$ cat config.mk
export PLATFORM = sky130hd
export DESIGN_NAME = potm_top
export DESIGN_NICKNAME = d
export VERILOG_FILES = /design/src/design/potm_pkg.sv /design/src/design/potm_top.sv
export SDC_FILE = /design/constraint.sdc
export NUM_CORES = 1
export LEC_CHECK = 0
export ABC_AREA = 1
export BUFFER_PORTS_ARGS = -buffer_cell sky130_fd_sc_hd__buf_2
export CORE_UTILIZATION = 35
export DETAILED_ROUTE_END_ITERATION = 16
export PLACE_DENSITY = 0.63
export SYNTH_ARGS = -nofsm -noshare
export SYNTH_HDL_FRONTEND = slang
export SYNTH_SLANG_ARGS = --single-unit
$ cat constraint.sdc
create_clock -name aclk -period 1.5 [get_ports aclk]
set_input_delay 0 -clock aclk [delete_from_list [all_inputs] [get_ports aclk]]
set_output_delay 0 -clock aclk [all_outputs]
set_load 0.05 [all_outputs]
$ cat src/design/potm_pkg.sv
/*
 Package for the pattern output trigger/mode block: register offsets, field
 positions, reset values and bus carriers. Assumes an AXI4-Lite register bus
 with 32-bit data and four timer channels with compare-match strobes.
*/
package potm_pkg;

    localparam int unsigned NUM_GROUPS = 4;
    localparam int unsigned NUM_CHANS  = 4;
    localparam int unsigned GRP_BITS   = 4;
    localparam int unsigned PAT_BITS   = NUM_GROUPS * GRP_BITS;
    localparam int unsigned SEL_W      = 2;

    // Register byte offsets
    localparam logic [7:0] OFS_TRIG_SEL  = 8'h00;
    localparam logic [7:0] OFS_OUT_MODE  = 8'h04;
    localparam logic [7:0] OFS_NEXT_BITS = 8'h08;
    localparam logic [7:0] OFS_NEXT_EN   = 8'h0C;
    localparam logic [7:0] OFS_PAT_DATA  = 8'h10;

    // Reset values
    localparam logic [7:0]  TRIG_SEL_RST  = 8'hFF;
    localparam logic [7:0]  OUT_MODE_RST  = 8'hF0;
    localparam logic [3:0]  OUT_MODE_RSVD = 4'hF;
    localparam logic [15:0] PAT_RST       = 16'h0000;

    // Field positions
    localparam int unsigned TRIG_SEL_GRP_LSB = 2;
    localparam int unsigned PAT_FOURTEEN     = 14;

    localparam logic [1:0] RESP_OKAY   = 2'h0;
    localparam logic [1:0] RESP_SLVERR = 2'h2;

    typedef struct packed {
        logic [NUM_CHANS-1:0] match_a;
        logic [NUM_CHANS-1:0] match_b;
    } potm_match_t;

    typedef struct packed {
        logic [31:0] data;
        logic [1:0]  resp;
    } potm_rd_t;

endpackage

$ cat src/design/potm_top.sv
/*
 Pattern output trigger select and output mode block, with the next-data,
 enable and output data bits it steers. Software reaches the registers over
 AXI4-Lite. Assumes compare-match strobes come from timer logic on aclk.
*/
// Added by the designer: the placing of the registers and the AXI4-Lite register port.
//
// Overview of operation
// - Trigger select: 8-bit RW, resets all ones
// - Bits 7:6 pick group 3 channel
// - Bits 5:4 pick group 2 channel
// - Bits 3:2 pick group 1 channel
// - Bits 1:0 pick group 0 channel
// - Output mode register resets to F0
// - Mode upper nibble reserved, reads ones
// - Mode bit 3: group 3 non-overlap
// - Mode bit 2: group 2 non-overlap
// - Mode bit 1: group 1 non-overlap
// - Mode bit 0: group 0 non-overlap
// - Bit fourteen kept internally, never driven out
// - Non-overlap: A copies all, B zeros
// - Disabled bits never copied on trigger
`timescale 1ns/1ps

module potm_top
(
    input  wire logic                  aclk,            // Peripheral clock
    input  wire logic                  aresetn,         // Sync reset, active low
    input  wire logic                  hw_standby,      // Hardware standby entry
    input  wire logic [3:0]            cmp_match_a,     // Match A strobes per channel
    input  wire logic [3:0]            cmp_match_b,     // Match B strobes per channel
    input  wire logic                  s_axi_awvalid,   // Write address valid
    output logic                       s_axi_awready,   // Write address ready
    input  wire logic [7:0]            s_axi_awaddr,    // Write address
    input  wire logic                  s_axi_wvalid,    // Write data valid
    output logic                       s_axi_wready,    // Write data ready
    input  wire logic [31:0]           s_axi_wdata,     // Write data
    input  wire logic [3:0]            s_axi_wstrb,     // Write strobes
    output logic                       s_axi_bvalid,    // Write response valid
    input  wire logic                  s_axi_bready,    // Write response ready
    output logic [1:0]                 s_axi_bresp,     // Write response
    input  wire logic                  s_axi_arvalid,   // Read address valid
    output logic                       s_axi_arready,   // Read address ready
    input  wire logic [7:0]            s_axi_araddr,    // Read address
    output logic                       s_axi_rvalid,    // Read data valid
    input  wire logic                  s_axi_rready,    // Read data ready
    output logic [31:0]                s_axi_rdata,     // Read data
    output logic [1:0]                 s_axi_rresp,     // Read response
    output logic [14:0]                pattern_pins     // Pins, bit 14 absent
);

    logic                 clr;
    potm_pkg::potm_match_t match;
    logic [7:0]           pattern_trigger_select;
    logic [3:0]           nonoverlap_mode;
    logic [15:0]          next_pattern_bits;
    logic [15:0]          next_pattern_enable;
    logic [15:0]          pattern_data;
    logic [15:0]          next_pattern_data;

    logic                 aw_held;
    logic                 w_held;
    logic [7:0]           aw_addr;
    logic [31:0]          w_data;
    logic [3:0]           w_strb;

    // Hardware standby clears like reset; software standby has no effect
    assign clr = !aresetn || hw_standby;
    assign match.match_a = cmp_match_a;
    assign match.match_b = cmp_match_b;

    // Write channel: address and data taken in either order
    wire aw_take  = s_axi_awvalid && s_axi_awready;
    wire w_take   = s_axi_wvalid && s_axi_wready;
    wire do_write = aw_held && w_held && !s_axi_bvalid;
    wire wr_lane0 = do_write && w_strb[0];
    wire wr_lane1 = do_write && w_strb[1];

    wire hit_sel  = aw_addr == potm_pkg::OFS_TRIG_SEL;
    wire hit_mode = aw_addr == potm_pkg::OFS_OUT_MODE;
    wire hit_nb   = aw_addr == potm_pkg::OFS_NEXT_BITS;
    wire hit_ne   = aw_addr == potm_pkg::OFS_NEXT_EN;
    wire hit_pd   = aw_addr == potm_pkg::OFS_PAT_DATA;
    wire wr_known = hit_sel || hit_mode || hit_nb || hit_ne || hit_pd;

    always_ff @(posedge aclk)
    begin
        if (!aresetn)
        begin
            s_axi_awready <= 1'b1;
            s_axi_wready  <= 1'b1;
            aw_held       <= 1'b0;
            w_held        <= 1'b0;
            aw_addr       <= 8'h00;
            w_data        <= 32'h0000_0000;
            w_strb        <= 4'h0;
            s_axi_bvalid  <= 1'b0;
            s_axi_bresp   <= potm_pkg::RESP_OKAY;
        end
        else
        begin
            if (aw_take)
            begin
                aw_held       <= 1'b1;
                aw_addr       <= s_axi_awaddr;
                s_axi_awready <= 1'b0;
            end
            if (w_take)
            begin
                w_held       <= 1'b1;
                w_data       <= s_axi_wdata;
                w_strb       <= s_axi_wstrb;
                s_axi_wready <= 1'b0;
            end
            if (do_write)
            begin
                s_axi_bvalid <= 1'b1;
                s_axi_bresp  <= wr_known ? potm_pkg::RESP_OKAY : potm_pkg::RESP_SLVERR;
                aw_held      <= 1'b0;
                w_held       <= 1'b0;
            end
            if (s_axi_bvalid && s_axi_bready)
            begin
                s_axi_bvalid  <= 1'b0;
                s_axi_awready <= 1'b1;
                s_axi_wready  <= 1'b1;
            end
        end
    end

    // Configuration registers; only byte lanes 0 and 1 carry bits
    always_ff @(posedge aclk)
    begin
        if (clr)
        begin
            pattern_trigger_select <= potm_pkg::TRIG_SEL_RST;
            nonoverlap_mode        <= potm_pkg::OUT_MODE_RST[3:0];
            next_pattern_bits      <= potm_pkg::PAT_RST;
            next_pattern_enable    <= potm_pkg::PAT_RST;
        end
        else
        begin
            if (wr_lane0 && hit_sel)
                pattern_trigger_select <= w_data[7:0];
            if (wr_lane0 && hit_mode)
                nonoverlap_mode <= w_data[3:0];
            if (wr_lane0 && hit_nb)
                next_pattern_bits[7:0] <= w_data[7:0];
            if (wr_lane1 && hit_nb)
                next_pattern_bits[15:8] <= w_data[15:8];
            if (wr_lane0 && hit_ne)
                next_pattern_enable[7:0] <= w_data[7:0];
            if (wr_lane1 && hit_ne)
                next_pattern_enable[15:8] <= w_data[15:8];
        end
    end

    // Per-group trigger routing and transfer
    genvar g;
    generate
        for (g = 0; g < potm_pkg::NUM_GROUPS; g++)
        begin : gen_grp
            localparam int unsigned LO = g * potm_pkg::GRP_BITS;
            wire [1:0] sel   = pattern_trigger_select[g*potm_pkg::SEL_W +: potm_pkg::SEL_W];
            wire       hit_a = match.match_a[sel];
            wire       hit_b = match.match_b[sel];
            wire       nov   = nonoverlap_mode[g];
            wire [3:0] nb    = next_pattern_bits[LO +: potm_pkg::GRP_BITS];
            wire [3:0] en    = next_pattern_enable[LO +: potm_pkg::GRP_BITS];
            wire [3:0] cur   = pattern_data[LO +: potm_pkg::GRP_BITS];
            // Match B only lets zeros through, so falls lead the rises at A
            wire [3:0] copy  = hit_a ? en : ((nov && hit_b) ? (en & ~nb) : 4'h0);
            wire [3:0] sw_wr = (hit_pd && (g < 2 ? wr_lane0 : wr_lane1)) ? ~en : 4'h0;
            // Enabled bits are read-only to software; hardware transfer wins
            assign next_pattern_data[LO +: potm_pkg::GRP_BITS] =
                (copy & nb) | (~copy & sw_wr & w_data[LO +: potm_pkg::GRP_BITS])
                | (~copy & ~sw_wr & cur);
        end
    endgenerate

    always_ff @(posedge aclk)
    begin
        if (clr)
        begin
            pattern_data <= potm_pkg::PAT_RST;
            pattern_pins <= 15'h0000;
        end
        else
        begin
            pattern_data <= next_pattern_data;
            // Bit fourteen stays in pattern_data but has no pin
            pattern_pins <= {next_pattern_data[15], next_pattern_data[13:0]};
        end
    end

    // Read channel, one read at a time
    wire [31:0] rd_word =
        (s_axi_araddr == potm_pkg::OFS_TRIG_SEL)  ? {24'h000000, pattern_trigger_select} :
        (s_axi_araddr == potm_pkg::OFS_OUT_MODE)  ?
            {24'h000000, potm_pkg::OUT_MODE_RSVD, nonoverlap_mode} :
        (s_axi_araddr == potm_pkg::OFS_NEXT_BITS) ? {16'h0000, next_pattern_bits} :
        (s_axi_araddr == potm_pkg::OFS_NEXT_EN)   ? {16'h0000, next_pattern_enable} :
        (s_axi_araddr == potm_pkg::OFS_PAT_DATA)  ? {16'h0000, pattern_data} : 32'h0000_0000;
    wire rd_known = (s_axi_araddr == potm_pkg::OFS_TRIG_SEL)
                 || (s_axi_araddr == potm_pkg::OFS_OUT_MODE)
                 || (s_axi_araddr == potm_pkg::OFS_NEXT_BITS)
                 || (s_axi_araddr == potm_pkg::OFS_NEXT_EN)
                 || (s_axi_araddr == potm_pkg::OFS_PAT_DATA);
    potm_pkg::potm_rd_t rd;
    assign rd.data = rd_word;
    assign rd.resp = rd_known ? potm_pkg::RESP_OKAY : potm_pkg::RESP_SLVERR;

    always_ff @(posedge aclk)
    begin
        if (!aresetn)
        begin
            s_axi_arready <= 1'b1;
            s_axi_rvalid  <= 1'b0;
            s_axi_rdata   <= 32'h0000_0000;
            s_axi_rresp   <= potm_pkg::RESP_OKAY;
        end
        else if (s_axi_arvalid && s_axi_arready)
        begin
            s_axi_arready <= 1'b0;
            s_axi_rvalid  <= 1'b1;
            s_axi_rdata   <= rd.data;
            s_axi_rresp   <= rd.resp;
        end
        else if (s_axi_rvalid && s_axi_rready)
        begin
            s_axi_rvalid  <= 1'b0;
            s_axi_arready <= 1'b1;
        end
    end

endmodule

After elaboration in Yosys (flattened, before gate mapping)
Cells that the tools add are included.
{ "classes": {"reduce_logical": 37, "eq_ne": 8, "bitwise_logic": 49, "n_mux": 39, "n_lt_le_gt_ge": 4} }
{ "ops": {"columns": ["cell", "count"], "rows": [
  ["4-bit bitwise AND", 24],
  ["16-bit 2-to-1 mux", 5],
  ["4-bit inverter", 16],
  ["4-bit 2-to-1 mux", 12],
  ["8-bit by 4-bit equality test with 1-bit output, second input constant", 4],
  ["4-bit OR", 8],
  ["1-bit logical AND", 21],
  ["1-bit binary-select mux with 2-bit select", 8],
  ["8-bit by 3-bit equality test with 1-bit output, second input constant", 2],
  ["8-bit by 5-bit equality test with 1-bit output, second input constant", 2],
  ["8-bit zero test", 2],
  ["2-bit by 3-bit < comparator with 1-bit output, second input constant", 4],
  ["1-bit 2-to-1 mux", 12],
  ["1-bit logical OR", 9],
  ["2-bit 2-to-1 mux", 2],
  ["2-bit OR reduction", 2],
  ["1-bit zero test", 2],
  ["2-bit nonzero test", 1],
  ["1-bit inverter", 1]
]} }
{ "word_totals": {"out_inout_bits": 56, "input_bits": 68, "word_cells": 158, "regBits": 144} }

Depth between registers and ports, before layout
{ "depth": {"word_depth": 10, "ltp_mapped": 9, "ltp_nobuf": 9} }

Least setup slack after synthesis
Ideal clock, no wire load.
{ "synth_path": {"path_type": "register -> register", "from": "register s_axi_bvalid", "to": "register pattern_trigger_select[0]", "slack_ns": -0.057, "setup_time_ns": 0.128, "stages_incl_launch_ff": 8, "arrival_ns": 1.429, "n_path_buf": 1, "period_less_slack_ns": 1.557, "t_required_ns": 1.372, "path_cell_list": "dfxtp_1 inv_2 nand3_4 nor2_8 inv_2 nor3_4 buf_4 o211ai_1"} }
{ "synth_between": {"elab_chain_cells": 4} }
{ "synth_rtl": {"columns": ["item", "line_no", "source"], "rows": [
  ["start: declaration", "potm_top.sv:39", "output logic s_axi_bvalid,"],
  ["start signal: assignment", "potm_top.sv:97", "s_axi_bvalid <= 1'b0;"],
  ["start signal: assignment", "potm_top.sv:117", "s_axi_bvalid <= 1'b1;"],
  ["start signal: assignment", "potm_top.sv:124", "s_axi_bvalid <= 1'b0;"],
  ["1-bit zero test", "potm_top.sv:75", "wire do_write = aw_held && w_held && !s_axi_bvalid;"],
  ["1-bit logical AND", "potm_top.sv:75", null],
  ["1-bit logical AND", "potm_top.sv:76", "wire wr_lane0 = do_write && w_strb[0];"],
  ["1-bit logical AND", "potm_top.sv:143", "if (wr_lane0 && hit_sel)"],
  ["end signal: assignment", "potm_top.sv:136", "pattern_trigger_select <= potm_pkg::TRIG_SEL_RST;"],
  ["end signal: assignment", "potm_top.sv:144", "pattern_trigger_select <= w_data[7:0];"],
  ["end: declaration", "potm_top.sv:54", "logic [7:0] pattern_trigger_select;"]
]} }
Every way passes these cells.
A chain may end at the register's enable or synchronous reset.

Worst setup path after layout
{ "layout_path": {"from": "register aw_addr[0]", "to": "register pattern_pins[12]"} }
{ "layout_between": {"elab_chain_cells": 7, "elab_cells_between_ends": 10, "classes_between": "1 x eq/ne; 1 x mux; 7 x bitwise; 1 x reduce/logical"} }
{ "layout_rtl": {"columns": ["item", "line_no", "source"], "rows": [
  ["start: declaration", "potm_top.sv:63", "logic [7:0] aw_addr;"],
  ["start signal: assignment", "potm_top.sv:105", "aw_addr <= s_axi_awaddr;"],
  ["8-bit by 5-bit equality test with 1-bit output *", "potm_top.sv:83", "wire hit_pd = aw_addr == potm_pkg::OFS_PAT_DATA;"],
  ["1-bit logical AND *", "potm_top.sv:173", "wire [3:0] sw_wr = (hit_pd && (g < 2 ? wr_lane0 : wr_lane1)) ? ~en : 4'h0;"],
  ["4-bit 2-to-1 mux *", "potm_top.sv:173", null],
  ["4-bit bitwise AND or 4-bit inverter (tied branches)", "potm_top.sv:176, potm_top.sv:177", null],
  ["4-bit bitwise AND, on equally long branches", "potm_top.sv:176, potm_top.sv:177", null],
  ["4-bit OR or 4-bit bitwise AND (tied branches)", "potm_top.sv:176, potm_top.sv:177", null],
  ["4-bit OR *", "potm_top.sv:177", "| (~copy & ~sw_wr & cur);"],
  ["end signal: assignment", "potm_top.sv:192", "pattern_pins <= {next_pattern_data[15], next_pattern_data[13:0]};"],
  ["end: declaration", "potm_top.sv:49", "output logic [14:0] pattern_pins"]
]} }
Every way passes the cells marked *; elsewhere a longest branch is shown, timed or not.

==> flow_metrics.tcl <==
set metrics [dict create \
    status "finished, final reports clean" \
    io_buffers 87 \
    grt_pass1_wl_mm 24.8 \
    rsz0062_at_grt "yes" \
    num-nets-final 976 \
    cts_tree "yes" \
    p_leak_uw 0.00297 \
    ys.flop_type "dfxtp_1" \
    fmax_mhz 671 \
    firstDrtPassIters 5 \
    grt_use_total_pct 19.7 \
    synthTopCellsByCount "146 x nand2_1, 111 x dfxtp_1, 98 x a21oi_1" \
    wire_per_inst_um 13.8 \
    critPathRequiredTime_ps 1740 \
    synth_cells 776 \
    syn2layout_area_growth_pct 27.3 \
    synth_top_area_share_pct 40.4 \
    gp_congestion 0.873 \
    cp_max_fo 14 \
    use_met2_pct 30.5 \
    initialDrtViolationCount 378 \
    crit_type "reg -> reg" \
    reg2reg_depth 8 \
    final_core_util_pct 45.8 \
    die_x_um 127 \
    drt_wl_total_mm 15.5 \
    period_share_pct 99.3 \
    ys_ff_latch 111 \
    clkLatencyLatePin_ps 360 \
    yosysSeqAreaShare_pct 40.4 \
    grt_max_degree 38 \
    worst_ep_arrival_time_ps 1730 \
    yosysWarningCount 0 \
    io_pins 124 \
    synth_edf_count 0 \
    antenna_found_initial 0 \
    cts_buffers 9 \
    synth_area_per_cell_um2 7.08 \
    start_util_pct 36.0 \
    routed_via_density 4.79 \
    syn_area_um2 5500 \
    setup-violations-final 0 \
    cap_violations 0 \
    met1_usage_pct 27.0 \
    power.density_nw_per_um2 941 \
    die_y_um 127 \
    grt-busiest-layer "met2" \
    grtUsageMet3_pct 3.89 \
    root_buffer "clkbuf_16" \
    fillers 1566 \
    synthTopCellsByArea "dfxtp_1 40%, nand2_1 10%, a21oi_1 8.9%" \
    vdd_ir_drop_max_mv 0.535 \
    dieArea_um2 16200 \
    cts.sinks 111 \
    ys_types 35 \
    hold_class "in -> reg" \
    ant_nets 0 \
    min_path_cells 4 \
    yosysMostFrequentCell "nand2_1" \
    grt_pass1_vias 4905 \
    vias 5378 \
    slew_violations 0 \
    yosys.area.top_type "dfxtp_1" \
    skew_ps 9.31 \
    clkTransAtPathRegs_ps 70 \
    fp-row-count 45 \
    finalHoldViolations 0 \
    antenna_cells 0 \
    holdWs_ps 35.9 \
    startpoint_type "flop" \
    grt_overflow 0 \
    ctsHtreeMaxLevel 3 \
    ys_async_sr_fraction_pct 0 \
    core_area_um2 15300 \
    cts_buffer_depth 2 \
    layout_min_cycle_time_ps 1490 \
    dp_hpwl_mm 11.4 \
    drc 0 \
    cp-end-kind "flop" \
    drive_gt1_share_pct 24.5 \
]
[area by class of cell]
type	count	area, um^2	share of cell area, %
Sequential cell	111	2230	31.9
Tap cell	211	264	3.77
Multi-Input combinational cell	545	2790	39.8
Timing Repair Buffer	160	1100	15.7
Clock inverter	4	70.1	1.00
Inverter	81	304	4.35
Clock buffer	11	243	3.47
[cell families after synthesis]
family / count (synthesis) / share of synthesized area (%)
AOI/OAI and AO/OA: 220 / 21.2
and+or+nand+nor: 306 / 25.9
buffers and inverters: 138 / 12.4
other: 1 / 0.0682
DFF: 111 / 40.4
[critical path, stage by stage (launching register included)]
cell,delay (ps)
dfxtp_2,340
nor2_4,120
buf_6,110
nand3_4,90
nor2_8,250
nand2_8,130
buf_4,160
o21ai_1,110
a21oi_1,70
[path summary, 6_finish.rpt]
check / startpoint / to / slack, ps
worst max-delay path: aw_addr[0] / pattern_pins[12] / 10
worst min-delay path: aresetn / s_axi_bvalid / 40
worst max register to register: aw_addr[0] / pattern_pins[12] / 10
worst min register to register: s_axi_rdata[7] / s_axi_rdata[7] / 460
[routing by layer]
metal,up-vias,part of all wire [%]
li1,2771,-
met5,-,0
met1,2413,48
met2,176,44
met3,18,6.2
met4,0,1.9
[state kept, by name, summed over array words and instances, names as in the netlist]
| signal | count |
|---|---|
| pattern_pins | 15 |
| aw_held | 1 |
| s_axi_arready | 1 |
| s_axi_wready | 1 |
| w_data | 16 |
| next_pattern_bits | 16 |
| s_axi_bvalid | 1 |
| s_axi_bresp | 1 |
| w_strb | 2 |
| s_axi_rdata | 16 |
| pattern_data | 1 |
| pattern_trigger_select | 8 |
| aw_addr | 8 |
| s_axi_rresp | 1 |
| next_pattern_enable | 16 |
| s_axi_awready | 1 |
| s_axi_rvalid | 1 |
| nonoverlap_mode | 4 |
| w_held | 1 |
[placed cells by master, fill, tap and decap left out, types with 9 or more instances in the layout]
master	n
conb_1	18
clkbuf_16	9
buf_2	87
dlygate4sd3_1	29
nand2_1	137
dfxtp_1	105
nand2_2	13
a21oi_1	91
inv_2	11
nand3_1	50
a21oi_2	14
o21ai_0	79
nor2_1	75
o211ai_1	10
o21ai_1	16
inv_1	69
buf_4	37
[repair_timing]
item / 4_1_cts / 5_1_grt
hold endpoints to repair: 31 / 0
hold buffers: 29 / 0
pin swaps: 2 / 10
setup endpoints to repair: 2 / 54
cloned: 0 / 1
resized for setup: 4 / 45
buffers inserted: 1 / 3
[through the flow]
step | area [um^2] | cells | power, uW | setup WS, ps | TNS [ps]
2_1_floorplan | 5560 | 793 | 3720 | 60.0 | 0
3_3_place_gp | 6210 | 1074 | 3970 | 63.2 | 0
3_5_place_dp | 6210 | 1074 | 3980 | 0.0639 | 0
4_1_cts | 6850 | 1119 | 6620 | -2.80 | -2.80
5_1_grt | 7000 | 1123 | 6860 | -81.9 | -556
6_report | 7000 | 1123 | 6580 | 10.5 | 0
[report_power, final]
group	internal, uW	switching [uW]	leakage (uW)
combinational	312	571	0.00191
sequential	3030	98.3	0.000903
clock	1500	1070	0.000155
total	4840	1740	0.00297
Note: power is estimated with default switching activity, not from simulation.
